$ cat config.mk
export PLATFORM = sky130hd
export DESIGN_NAME = bbcc_top
export DESIGN_NICKNAME = d
export VERILOG_FILES = /design/src/hdl/bbcc_pkg.sv /design/src/hdl/bbcc_top.sv /design/src/hdl/bbcc_calendar.sv
export SDC_FILE = /design/constraint.sdc
export NUM_CORES = 1
export LEC_CHECK = 0
export BUFFER_PORTS_ARGS = -buffer_cell sky130_fd_sc_hd__buf_4
export CORE_MARGIN = 2
export CORE_UTILIZATION = 61
export DETAILED_ROUTE_END_ITERATION = 12
export PLACE_DENSITY = 0.81
export SYNTH_ARGS = -nofsm -noshare
export SYNTH_HDL_FRONTEND = slang
export SYNTH_SLANG_ARGS = --single-unit
export TNS_END_PERCENT = 30
$ cat constraint.sdc
create_clock -name clk_sys_i -period 4.7 [get_ports clk_sys_i]
set_input_delay 0.94 -clock clk_sys_i [delete_from_list [all_inputs] [get_ports clk_sys_i]]
set_output_delay 0.94 -clock clk_sys_i [all_outputs]
set_load 0.01 [all_outputs]
$ cat src/hdl/bbcc_pkg.sv
// constants, types and helpers for the battery backed calendar clock
// Behaviour
// RULE1: time and calendar kept as bcd counters, seconds up to year.
// RULE2: leap years add february 29; year 99 rolls to 00 cleanly.
// RULE3: alarm match raises alarm interrupt or wake request.
// RULE4: tick counter expiry raises tick interrupt or wake request.
// RULE5: periodic tick usable as a millisecond operating system tick.
// RULE6: one second counted per 32768 crystal oscillator cycles.
// RULE7: counting continues on backup supply while main power is off.
// RULE8: reset loads alarm date and month with one, other alarm fields zero.
// RULE9: writable tick period register reloads tick counter, resets to zero.
// RULE10: running tick counter readable through a read only register.
// RULE11: alarm and tick pending flags latched, cleared by writing one.
// RULE12: alarm matches only when all enabled alarm fields equal time.
package bbcc_pkg;
    localparam int unsigned DATA_W = 32;
    localparam int unsigned OSC_HZ = 32768;
    localparam int unsigned PRE_W  = $clog2(OSC_HZ);
    localparam logic [PRE_W-1:0] PRE_LAST = PRE_W'(OSC_HZ - 1);
    localparam int unsigned N_FLD  = 7;
    localparam int unsigned N_ALM  = 6;
    localparam int F_SEC  = 0;
    localparam int F_MIN  = 1;
    localparam int F_DATE = 3;
    localparam int F_MON  = 5;
    localparam int F_YEAR = 6;
    typedef logic [7:0]  bbcc_bcd_t;
    typedef logic [31:0] bbcc_addr_t;
    typedef struct packed {
        bbcc_bcd_t year;
        bbcc_bcd_t mon;
        bbcc_bcd_t dow;
        bbcc_bcd_t date;
        bbcc_bcd_t hour;
        bbcc_bcd_t min;
        bbcc_bcd_t sec;
    } bbcc_time_t;
    localparam bbcc_time_t TIME_RST = {8'h00, 8'h01, 8'h01, 8'h01,
                                       8'h00, 8'h00, 8'h00};
    localparam bbcc_time_t TIME_MAX = {8'h99, 8'h12, 8'h07, 8'h31,
                                       8'h23, 8'h59, 8'h59};
    localparam bbcc_bcd_t DAY_28  = 8'h28;
    localparam bbcc_bcd_t DAY_29  = 8'h29;
    localparam bbcc_bcd_t DAY_30  = 8'h30;
    localparam bbcc_bcd_t MON_FEB = 8'h02;
    localparam bbcc_bcd_t MON_APR = 8'h04;
    localparam bbcc_bcd_t MON_JUN = 8'h06;
    localparam bbcc_bcd_t MON_SEP = 8'h09;
    localparam bbcc_bcd_t MON_NOV = 8'h11;
    localparam logic [3:0] DIGIT_MAX  = 4'h9;
    localparam logic [3:0] DIGIT_ONE  = 4'h1;
    localparam logic [3:0] DIGIT_ZERO = 4'h0;
    localparam logic [1:0] LEAP_ODD   = 2'h2;
    localparam logic [1:0] LEAP_EVEN  = 2'h0;
    localparam bbcc_addr_t A_PEND = 32'h7e005030;
    localparam bbcc_addr_t A_MASK = 32'h7e005034;
    localparam bbcc_addr_t A_CTRL = 32'h7e005040;
    localparam bbcc_addr_t A_TICK = 32'h7e005044;
    localparam bbcc_addr_t A_ALMC = 32'h7e005050;
    localparam bbcc_addr_t A_TNOW = 32'h7e005090;
    localparam bbcc_addr_t A_TIME [N_FLD] = '{32'h7e005070, 32'h7e005074,
        32'h7e005078, 32'h7e00507c, 32'h7e005080, 32'h7e005084,
        32'h7e005088};
    localparam bbcc_addr_t A_ALM [N_ALM] = '{32'h7e005054, 32'h7e005058,
        32'h7e00505c, 32'h7e005060, 32'h7e005064, 32'h7e005068};
    localparam int ALM_FLD [N_ALM] = '{0, 1, 2, 3, 5, 6};
    localparam bbcc_bcd_t ALM_RST [N_ALM] = '{8'h00, 8'h00, 8'h00,
        8'h01, 8'h01, 8'h00};
    localparam int I_ASEC  = 0;
    localparam int I_ADATE = 3;
    localparam int I_AMON  = 4;
    localparam int CTRL_W      = 4;
    localparam int C_TWE       = 0;
    localparam int C_TICK_EN   = 1;
    localparam int C_TICK_WAKE = 2;
    localparam int C_ALM_WAKE  = 3;
    localparam int ALMC_W      = 7;
    localparam int ALMC_GLOBAL = 6;
    localparam int EV_W      = 4;
    localparam int P_TICK    = 0;
    localparam int P_ALM     = 1;
    localparam int P_TICK_WK = 2;
    localparam int P_ALM_WK  = 3;
    localparam logic [EV_W-1:0] EV_IRQ  = 4'h3;
    localparam logic [EV_W-1:0] EV_WAKE = 4'hc;

    function automatic bbcc_bcd_t bbcc_bcd_inc(input bbcc_bcd_t v);
        if (v[3:0] == DIGIT_MAX)
            return {v[7:4] + DIGIT_ONE, DIGIT_ZERO};
        return {v[7:4], v[3:0] + DIGIT_ONE};
    endfunction : bbcc_bcd_inc
endpackage : bbcc_pkg

$ cat src/hdl/bbcc_top.sv
// battery backed calendar clock with alarm, tick and register port
//
// Implementation choice: strobed register access.
`timescale 1ns/1ps
module bbcc_top #(
    parameter int unsigned TICK_W = 32
) (
    // clock and reset
    input  wire logic                        clk_sys_i,
    input  wire logic                        reset_i,
    // register port
    input  bbcc_pkg::bbcc_addr_t             addr_i,
    input  wire logic [bbcc_pkg::DATA_W-1:0] wdata_i,
    input  wire logic                        wr_i,
    input  wire logic                        rd_i,
    output logic [bbcc_pkg::DATA_W-1:0]      rdata_o,
    // crystal and supply pins
    input  wire logic                        osc_input_i,
    output logic                             osc_output_o,
    input  wire logic                        backup_supply_pin_i,
    input  wire logic                        main_power_off_i,
    // events
    output logic                             irq_o,
    output logic                             wake_o
);
    localparam int N_SYNC = 3;
    localparam int S_OSC  = 0;
    localparam int S_OFF  = 1;
    localparam int S_BAK  = 2;

    logic [N_SYNC-1:0]                pin_async;
    logic [N_SYNC-1:0]                sync1_reg;
    logic [N_SYNC-1:0]                sync2_reg;
    logic                             osc_prev_reg;
    logic                             osc_out_reg;
    logic                             osc_run;
    logic                             bus_ok;
    logic                             wr_ok;
    logic                             rd_ok;
    logic [bbcc_pkg::PRE_W-1:0]       pre_reg;
    logic                             sec_tick;
    logic                             sec_d_reg;
    logic [bbcc_pkg::CTRL_W-1:0]      ctrl_reg;
    logic [bbcc_pkg::EV_W-1:0]        mask_reg;
    logic [bbcc_pkg::EV_W-1:0]        pend_reg;
    logic [bbcc_pkg::EV_W-1:0]        pend_next;
    logic [bbcc_pkg::EV_W-1:0]        ev_set;
    logic [bbcc_pkg::EV_W-1:0]        ev_clr;
    logic [bbcc_pkg::ALMC_W-1:0]      almc_reg;
    bbcc_pkg::bbcc_bcd_t              alm_reg [bbcc_pkg::N_ALM];
    logic [bbcc_pkg::N_ALM-1:0]       alm_eq;
    logic                             alarm_hit;
    logic [TICK_W-1:0]                period_reg;
    logic [TICK_W-1:0]                tick_cnt_reg;
    logic                             tick_event;
    logic [bbcc_pkg::N_FLD-1:0]       wr_fld;
    bbcc_pkg::bbcc_time_t             time_now;
    logic [bbcc_pkg::DATA_W-1:0]      rd_mux;
    logic [bbcc_pkg::DATA_W-1:0]      rdata_reg;

    // pin synchronisers; stage one feeds stage two only
    assign pin_async = {backup_supply_pin_i, main_power_off_i, osc_input_i};
    for (genvar gs = 0; gs < N_SYNC; gs++)
    begin : g_sync
        always_ff @(posedge clk_sys_i)
        begin
            if (reset_i)
            begin
                sync1_reg[gs] <= 1'b0;
                sync2_reg[gs] <= 1'b0;
            end
            else
            begin
                sync1_reg[gs] <= pin_async[gs];
                sync2_reg[gs] <= sync1_reg[gs];
            end
        end
    end

    always_ff @(posedge clk_sys_i)
    begin
        if (reset_i)
        begin
            osc_prev_reg <= 1'b0;
            osc_out_reg  <= 1'b0;
        end
        else
        begin
            osc_prev_reg <= sync2_reg[S_OSC];
            osc_out_reg  <= ~sync2_reg[S_OSC];
        end
    end

    // one count per oscillator rising edge while the backup rail is up
    assign osc_run = sync2_reg[S_OSC] & ~osc_prev_reg & sync2_reg[S_BAK];
    // main power off only blocks the bus; time keeps running
    assign bus_ok  = ~sync2_reg[S_OFF]; // RULE7
    assign wr_ok   = wr_i & bus_ok;
    assign rd_ok   = rd_i & bus_ok;

    always_ff @(posedge clk_sys_i)
    begin
        if (reset_i)
            pre_reg <= '0;
        else if (osc_run)
            pre_reg <= (pre_reg == bbcc_pkg::PRE_LAST) ? '0
                       : pre_reg + 1'b1; // RULE6 RULE7
    end

    assign sec_tick = osc_run & (pre_reg == bbcc_pkg::PRE_LAST); // RULE6

    always_ff @(posedge clk_sys_i)
    begin
        if (reset_i)
            sec_d_reg <= 1'b0;
        else
            sec_d_reg <= sec_tick;
    end

    always_comb
    begin
        for (int i = 0; i < bbcc_pkg::N_FLD; i++)
            wr_fld[i] = wr_ok & ctrl_reg[bbcc_pkg::C_TWE]
                        & (addr_i == bbcc_pkg::A_TIME[i]);
    end

    bbcc_calendar u_cal (
        .clk_sys_i  (clk_sys_i),
        .reset_i    (reset_i),
        .sec_tick_i (sec_tick),
        .wr_fld_i   (wr_fld),
        .wdata_i    (wdata_i[7:0]),
        .time_o     (time_now)
    );

    always_ff @(posedge clk_sys_i)
    begin
        if (reset_i)
            ctrl_reg <= '0;
        else if (wr_ok && addr_i == bbcc_pkg::A_CTRL)
            ctrl_reg <= wdata_i[bbcc_pkg::CTRL_W-1:0];
    end

    always_ff @(posedge clk_sys_i)
    begin
        if (reset_i)
            mask_reg <= '0;
        else if (wr_ok && addr_i == bbcc_pkg::A_MASK)
            mask_reg <= wdata_i[bbcc_pkg::EV_W-1:0];
    end

    always_ff @(posedge clk_sys_i)
    begin
        if (reset_i)
            period_reg <= '0; // RULE9
        else if (wr_ok && addr_i == bbcc_pkg::A_TICK)
            period_reg <= wdata_i[TICK_W-1:0]; // RULE9
    end

    // a new period takes effect at the next reload, not mid count
    always_ff @(posedge clk_sys_i)
    begin
        if (reset_i)
            tick_cnt_reg <= '0;
        else if (!ctrl_reg[bbcc_pkg::C_TICK_EN])
            tick_cnt_reg <= period_reg; // RULE9
        else if (osc_run)
            tick_cnt_reg <= (tick_cnt_reg == '0) ? period_reg
                            : tick_cnt_reg - 1'b1; // RULE4 RULE5
    end

    // period n gives n+1 oscillator cycles, about 30.5 us resolution
    assign tick_event = osc_run & ctrl_reg[bbcc_pkg::C_TICK_EN]
                        & (tick_cnt_reg == '0); // RULE4 RULE5

    always_ff @(posedge clk_sys_i)
    begin
        if (reset_i)
            almc_reg <= '0;
        else if (wr_ok && addr_i == bbcc_pkg::A_ALMC)
            almc_reg <= wdata_i[bbcc_pkg::ALMC_W-1:0];
    end

    for (genvar ga = 0; ga < bbcc_pkg::N_ALM; ga++)
    begin : g_alm
        always_ff @(posedge clk_sys_i)
        begin
            if (reset_i)
                alm_reg[ga] <= bbcc_pkg::ALM_RST[ga]; // RULE8
            else if (wr_ok && addr_i == bbcc_pkg::A_ALM[ga])
                alm_reg[ga] <= wdata_i[7:0];
        end
        assign alm_eq[ga] = ~almc_reg[ga] | (alm_reg[ga] ==
            time_now[bbcc_pkg::ALM_FLD[ga]*8 +: 8]); // RULE12
    end

    // compared one cycle after the second step so the new time is seen
    assign alarm_hit = sec_d_reg & almc_reg[bbcc_pkg::ALMC_GLOBAL]
        & (|almc_reg[bbcc_pkg::N_ALM-1:0]) & (&alm_eq); // RULE12 RULE3

    always_comb
    begin
        ev_set = '0;
        ev_set[bbcc_pkg::P_TICK]    = tick_event
                                      & ~ctrl_reg[bbcc_pkg::C_TICK_WAKE];
        ev_set[bbcc_pkg::P_TICK_WK] = tick_event
                                      & ctrl_reg[bbcc_pkg::C_TICK_WAKE];
        ev_set[bbcc_pkg::P_ALM]     = alarm_hit
                                      & ~ctrl_reg[bbcc_pkg::C_ALM_WAKE];
        ev_set[bbcc_pkg::P_ALM_WK]  = alarm_hit
                                      & ctrl_reg[bbcc_pkg::C_ALM_WAKE];
    end

    // read clears all, write of one clears that bit; a new event wins
    always_comb
    begin
        ev_clr = '0;
        if (rd_ok && addr_i == bbcc_pkg::A_PEND)
            ev_clr = '1;
        else if (wr_ok && addr_i == bbcc_pkg::A_PEND)
            ev_clr = wdata_i[bbcc_pkg::EV_W-1:0]; // RULE11
        pend_next = (pend_reg & ~ev_clr) | ev_set; // RULE11
    end

    always_ff @(posedge clk_sys_i)
    begin
        if (reset_i)
            pend_reg <= '0;
        else
            pend_reg <= pend_next; // RULE3 RULE4 RULE11
    end

    assign irq_o  = |(pend_reg & mask_reg & bbcc_pkg::EV_IRQ); // RULE3 RULE4
    assign wake_o = |(pend_reg & mask_reg & bbcc_pkg::EV_WAKE); // RULE3 RULE4

    always_comb
    begin
        rd_mux = '0;
        if (addr_i == bbcc_pkg::A_PEND)
            rd_mux = bbcc_pkg::DATA_W'(pend_reg);
        if (addr_i == bbcc_pkg::A_MASK)
            rd_mux = bbcc_pkg::DATA_W'(mask_reg);
        if (addr_i == bbcc_pkg::A_CTRL)
            rd_mux = bbcc_pkg::DATA_W'(ctrl_reg);
        if (addr_i == bbcc_pkg::A_TICK)
            rd_mux = bbcc_pkg::DATA_W'(period_reg);
        if (addr_i == bbcc_pkg::A_ALMC)
            rd_mux = bbcc_pkg::DATA_W'(almc_reg);
        if (addr_i == bbcc_pkg::A_TNOW)
            rd_mux = bbcc_pkg::DATA_W'(tick_cnt_reg); // RULE10
        for (int i = 0; i < bbcc_pkg::N_ALM; i++)
            if (addr_i == bbcc_pkg::A_ALM[i])
                rd_mux = bbcc_pkg::DATA_W'(alm_reg[i]);
        for (int i = 0; i < bbcc_pkg::N_FLD; i++)
            if (addr_i == bbcc_pkg::A_TIME[i])
                rd_mux = bbcc_pkg::DATA_W'(time_now[i*8 +: 8]); // RULE1
    end

    always_ff @(posedge clk_sys_i)
    begin
        if (reset_i)
            rdata_reg <= '0;
        else
            rdata_reg <= rd_ok ? rd_mux : '0;
    end

    assign rdata_o      = rdata_reg;
    assign osc_output_o = osc_out_reg;

    // helper: oscillator edges seen since the last second step
    logic [bbcc_pkg::PRE_W-1:0] osc_seen_reg;
    always_ff @(posedge clk_sys_i)
    begin
        if (reset_i || sec_tick)
            osc_seen_reg <= '0;
        else if (osc_run)
            osc_seen_reg <= osc_seen_reg + 1'b1;
    end
endmodule : bbcc_top

$ cat src/hdl/bbcc_calendar.sv
// bcd calendar counters with leap year and century rollover
`timescale 1ns/1ps
module bbcc_calendar (
    // clock and reset
    input  wire logic                     clk_sys_i,
    input  wire logic                     reset_i,
    // second strobe and field writes
    input  wire logic                     sec_tick_i,
    input  wire logic [bbcc_pkg::N_FLD-1:0] wr_fld_i,
    input  bbcc_pkg::bbcc_bcd_t           wdata_i,
    // current time
    output bbcc_pkg::bbcc_time_t          time_o
);
    bbcc_pkg::bbcc_bcd_t         fld_reg [bbcc_pkg::N_FLD];
    bbcc_pkg::bbcc_bcd_t         fmax    [bbcc_pkg::N_FLD];
    logic [bbcc_pkg::N_FLD-1:0]  cin;
    logic [bbcc_pkg::N_FLD-1:0]  at_max;
    bbcc_pkg::bbcc_bcd_t         last_day;
    logic                        leap;
    bbcc_pkg::bbcc_bcd_t         year;
    bbcc_pkg::bbcc_time_t        time_now;

    assign year = fld_reg[bbcc_pkg::F_YEAR];
    // years 00..99 stand for 2000..2099, so 00 is a leap year
    assign leap = (year[1:0] == (year[4] ? bbcc_pkg::LEAP_ODD
                                          : bbcc_pkg::LEAP_EVEN)); // RULE2

    always_comb
    begin
        case (fld_reg[bbcc_pkg::F_MON])
            bbcc_pkg::MON_FEB: last_day = leap ? bbcc_pkg::DAY_29
                                               : bbcc_pkg::DAY_28; // RULE2
            bbcc_pkg::MON_APR,
            bbcc_pkg::MON_JUN,
            bbcc_pkg::MON_SEP,
            bbcc_pkg::MON_NOV: last_day = bbcc_pkg::DAY_30;
            default:           last_day = bbcc_pkg::TIME_MAX.date;
        endcase
    end

    always_comb
    begin
        for (int i = 0; i < bbcc_pkg::N_FLD; i++)
        begin
            fmax[i]   = bbcc_pkg::TIME_MAX[i*8 +: 8];
            time_now[i*8 +: 8] = fld_reg[i];
        end
        fmax[bbcc_pkg::F_DATE] = last_day;
        for (int i = 0; i < bbcc_pkg::N_FLD; i++)
            at_max[i] = (fld_reg[i] >= fmax[i]);
    end

    // carry chain; day of week steps with the date
    always_comb
    begin
        cin[0] = sec_tick_i;
        cin[1] = cin[0] & at_max[0];
        cin[2] = cin[1] & at_max[1];
        cin[3] = cin[2] & at_max[2];
        cin[4] = cin[3];
        cin[5] = cin[3] & at_max[3];
        cin[6] = cin[5] & at_max[5]; // RULE2
    end

    // out of range values written by software roll over on the next carry
    for (genvar gi = 0; gi < bbcc_pkg::N_FLD; gi++)
    begin : g_fld
        always_ff @(posedge clk_sys_i)
        begin
            if (reset_i)
                fld_reg[gi] <= bbcc_pkg::TIME_RST[gi*8 +: 8];
            else if (wr_fld_i[gi])
                fld_reg[gi] <= wdata_i;
            else if (cin[gi])
                fld_reg[gi] <= at_max[gi] ? bbcc_pkg::TIME_RST[gi*8 +: 8]
                             : bbcc_pkg::bbcc_bcd_inc(fld_reg[gi]); // RULE1
        end
    end

    assign time_o = time_now;
endmodule : bbcc_calendar

-- Word level (Yosys, flattened, before mapping)
Memory sizes are Yosys's and may differ from the RTL's.
Index checks and enable logic that the tools add are counted.
- bits in registers: 139
- bits in latches: 0
- RAM bits: 104
- ROM bits: 0
- input bits: 71
- logic and storage cells: 358
- memories: 2
- $add $sub $neg: 16
- $mul: 0
- div/mod/pow operators: 0
- $lt $le $gt $ge: 7
- equality and inequality tests: 40
- shifts and indexed selects: 0
- multiplexer cells: 186
- bitwise operators: 69
- reductions and logical operators: 20
- memory list (name ; depth ; width ; read ports ; clocked after memory_dff ; write ports ; line ; text):
    u_cal.fld_reg ; 7 ; 8 ; 7 ; 0 ; 7 ; bbcc_calendar.sv:14 ; bbcc_pkg::bbcc_bcd_t fld_reg [bbcc_pkg::N_FLD];
    alm_reg ; 6 ; 8 ; 6 ; 0 ; 6 ; bbcc_top.sv:50 ; bbcc_pkg::bbcc_bcd_t alm_reg [bbcc_pkg::N_ALM];
- operators with widths (kind ; number):
    equality test 32 x 31 -> 1 bit, second input constant ; 19
    2-to-1 mux 8 bit ; 75
    2-to-1 mux 32 bit ; 8
    2-to-1 mux 1 bit ; 97
    adder 4 x 1 -> 4 bit, second input constant ; 14
    equality test 8 bit ; 6
    zero test 32 bit ; 1
    subtractor 32 x 1 -> 32 bit, second input constant ; 1
    equality test 4 bit, second input constant ; 7
    bitwise AND 1 bit ; 27
    OR 1 bit ; 26
    equality test 8 x 3 -> 1 bit, second input constant ; 2
    >= comparator 8 x 7 -> 1 bit, second input constant ; 2
    case mux 8 bit (2 select lines) ; 1
    adder 15 x 1 -> 15 bit, second input constant ; 1
    equality test 15 bit, second input constant ; 1
    2-to-1 mux 15 bit ; 1
    OR reduction 15 bit ; 1
    logical AND 1 bit ; 12
    2-to-1 mux 4 bit ; 3
    inverter 1 bit ; 12
    bitwise AND 4 bit ; 2
    equality test 8 x 2 -> 1 bit, second input constant ; 1
    equality test 8 x 4 -> 1 bit, second input constant ; 1
    other kinds (15) ; 17

-- Longest topological paths before layout
- word-level depth: 20
- depth in mapped cells: 14
- depth with buffers taken out: 14

-- By module
A second synthesis with hierarchy kept.
- cell total of the unflattened synthesis: 1605
- area, all modules: 13943.4 um2
- modules (own cells, without submodules) (module ; times used ; cells an instance ; area an instance (um2) ; seq. area each (um2)):
    bbcc_top ; 1 ; 1220 ; 10249.8 ; 4224.1
    bbcc_calendar ; 1 ; 385 ; 3693.5 ; 1681.6

-- Worst setup path after synthesis
Ideal clock, no wire load.
- path kind: register -> register
- from: memory u_cal.fld_reg[1][11] (netlist bit)
- to: memory u_cal.fld_reg[1][12] (netlist bit), enable pin
- setup time: 0.365 ns
- arrival time: 3.240 ns
- required time: 4.335 ns
- path slack: 1.095 ns
- cell stages (with the launch flop): 13
- buffers on the path: 1
- period minus slack after synthesis: 3.605 ns
- path through: edfxtp_1 -> clkbuf_1 -> mux2_2 -> a32o_1 -> a21oi_1 -> ha_1 -> or4b_1 -> a21o_1 -> a21o_1 -> a211oi_1 -> or2_2 -> nor2_2 -> a21boi_0
- RTL lines (item ; line):
    start, declared ; bbcc_calendar.sv:14

==> metrics.txt <==
Worst Path Required=4.88 ns; 1st-pass router iterations=8; nets=roughly 1700; element type at the critical path end=flop; CTS Root Cell=clkbuf_16; Post-Syn Nets=1643; Yosys reg bits=roughly 240; met2 usage=61.5%; Static Leak=slightly below 6 nW; max_cap viols=0; DR DRC count=0; HPWL after detailed placement=between 30 and 40 mm; global-route wire length before repair=approximately 70 mm; min Tclk post-route=between 4 and 5 ns; peak supply drop=between 0.3 and 0.4 mV; max reg flops=56; met1 Usage GRT=between 40% and 50%; Yosys top cell area share=a little under a quarter; syn avg cell area=8.82 um2; Gate Count Post-Synth=around 1500; # IOs=~110; global placement routability congestion=between 1 and 1.5; Mapped Area=about 14000 um2; crit-path max FO=8; Die Wd=about 150 um; # Post-CTS Setup Buffers=0; final hold violations=0; TritonCTS Buffers=26; CTS sink cnt=between 200 and 250; hold crit path type=reg2reg; Post-DRT Antenna Nets=0; first-iteration detailed-routing DRC count=between 1500 and 2000; die height=around 150 um; Slew @ Worst Pin=approximately 1.0 ns; YS warnings=0; top cells by area, synth=edfxtp_1, dfxtp_1, nand2_1; Starting Density=62.2%; H-Tree Depth=1; Rel. slew slack=roughly 33%; unrepaired setup endpoints after global routing=false; via count=12900; Synth Flop Type=dfxtp_1; clock transition at the registers of the reported paths=about 0.060 ns; Final Cycle Share=between 80% and 90%; number of synthesized flops with an enable pin=around 100; antenna violations before repair=0; Max Slew Vio Count=0; sequential area share after synthesis=43.4%; critical setup path kind=reg2reg; Fill cells=around 1800; IO Port Bufs=about 110; post-cts sizing count=0; Detailed Route WL=between 40 and 50 mm; # diodes=0; Post-synth top cells=nand2_1, nor2_1, dfxtp_1; largest net degree at the start of global routing=59; share of cells above drive strength 1=13.5%; most common cell in the netlist=nand2_1; Hold-fix buffers, CTS=0; cell taking the most area after synthesis=edfxtp_1; Longest Clk Path Bufs=3; Synth cell types=85; post-layout util=just over 70%; Die ar.=23500 um2; outcome=complete, no violations; Placement Rows=54; grt peak-use layer=met2; TritonCTS clock tree=done; WP data arrival=4.28 ns; setup TNS=0 ns; number of global-route vias before repair=approximately 12000; Worst setup SP type=flop; Finish-stage setup viols=0; asr flop ratio synth=0%; Core Area=approximately 22000 um2; clk_lat worst skew=between 0.5 and 0.6 ns; Overall Global Routing Usage=a little under two fifths; GR Util met3=6.86%; PwrDens=between 300 and 400 nW/um2; Remaining Overflow, GRT=0; Final Skew=~0.0074 ns; post-DR vias/cell=6.75; WL per Instance=around 24 um; Fmax=about 240 MHz; Area Overhead vs Synth=13.4%; worst hold slack=between 0.4 and 0.5 ns
-- path summary, 6_finish.rpt --
path | to | slack (ns) | start | cells past startpoint
hold reg to reg | sync2_reg[1]$_SDFF_PP0_ | 0.43 | sync1_reg[1]$_SDFF_PP0_ | 1
setup / recovery | u_cal.fld_reg[1][15]$_DFFE_PP_ | 0.60 | u_cal.fld_reg[1][13]$_DFFE_PP_ | 14
hold / removal | sync2_reg[1]$_SDFF_PP0_ | 0.43 | sync1_reg[1]$_SDFF_PP0_ | 1
setup reg to reg | u_cal.fld_reg[1][15]$_DFFE_PP_ | 0.60 | u_cal.fld_reg[1][13]$_DFFE_PP_ | 14
-- per-layer routing --
layer / wire length (um) / vias to the layer above
met1: 17300 / 6117
met4: 2450 / 0
met5: 0 / -
met3: 4550 / 162
met2: 21100 / 798
li1: - / 5803
-- cells by family after synthesis --
| family | after synthesis | share of synthesized area [%] |
|---|---|---|
| DFF | 243 | 43.4 |
| muxes | 16 | 1.19 |
| and+or+nand+nor | 614 | 23.0 |
| adders and majority gates | 27 | 2.48 |
| AOI/OAI and AO/OA | 427 | 20.5 |
| buffers and inverters | 136 | 4.17 |
| xor gates and xnor gates | 82 | 5.27 |
-- per-stage QoR --
step                instances  worst slack [ns]  instance area [um2]  power, mW
detailed placement       1859             0.628                14600       2.63
finish                   1907             0.598                15500       4.65
CTS                      1907             0.643                15500       4.64
global placement         1859             0.869                14600       2.63
floorplan                1545              1.09                13600       2.48
global route             1907             0.329                15500       4.76
-- worst max-delay path: stages (launching register included) --
cell and delay, ns:
edfxtp_1 0.43, inv_1 0.20, ha_1 0.20, nor3b_1 0.24
nand4b_1 0.20, a21oi_1 0.19, a21oi_1 0.06, ha_1 0.27
or4b_1 0.46, a21o_1 0.19, a21o_1 0.17, a211oi_1 0.34
or2_2 0.22, nor2_2 0.09, a21boi_0 0.49
-- power breakdown --
group	internal, mW	switching (mW)	leakage, nW	total [mW]
registers	2.23	0.0628	2.16	2.30
clock network	1.18	0.870	0.439	2.05
logic	0.115	0.186	3.21	0.302
total	3.53	1.12	5.81	4.65
-- layout make-up --
| type | count | area, um2 | area share [%] |
|---|---|---|---|
| Tap cell | 280 | 350 | 2.27 |
| Timing Repair Buffer | 142 | 1070 | 6.90 |
| Multi-Input combinational cell | 1166 | 7170 | 46.4 |
| Inverter | 28 | 105 | 0.680 |
| Clock inverter | 11 | 57.6 | 0.372 |
| Clock buffer | 37 | 798 | 5.17 |
| Sequential cell | 243 | 5910 | 38.2 |
-- cell usage in the layout, fill, tap and decap left out, types with 13 or more instances in the layout --
cell	n
mux2i_1	15
clkbuf_16	28
a211oi_1	14
inv_1	28
nor3_1	31
dfxtp_1	139
nand4_1	30
and2_1	22
nor4_1	13
nand2b_1	14
nor2b_1	13
nand2_1	182
a21oi_1	125
xor2_1	30
a22oi_1	56
o21ai_0	87
nor2_1	149
xnor2_1	52
and3_1	46
buf_4	142
o22ai_1	20
ha_1	27
nand3_1	33
a32o_1	21
edfxtp_1	104
Power figures use the tool's default switching activity.
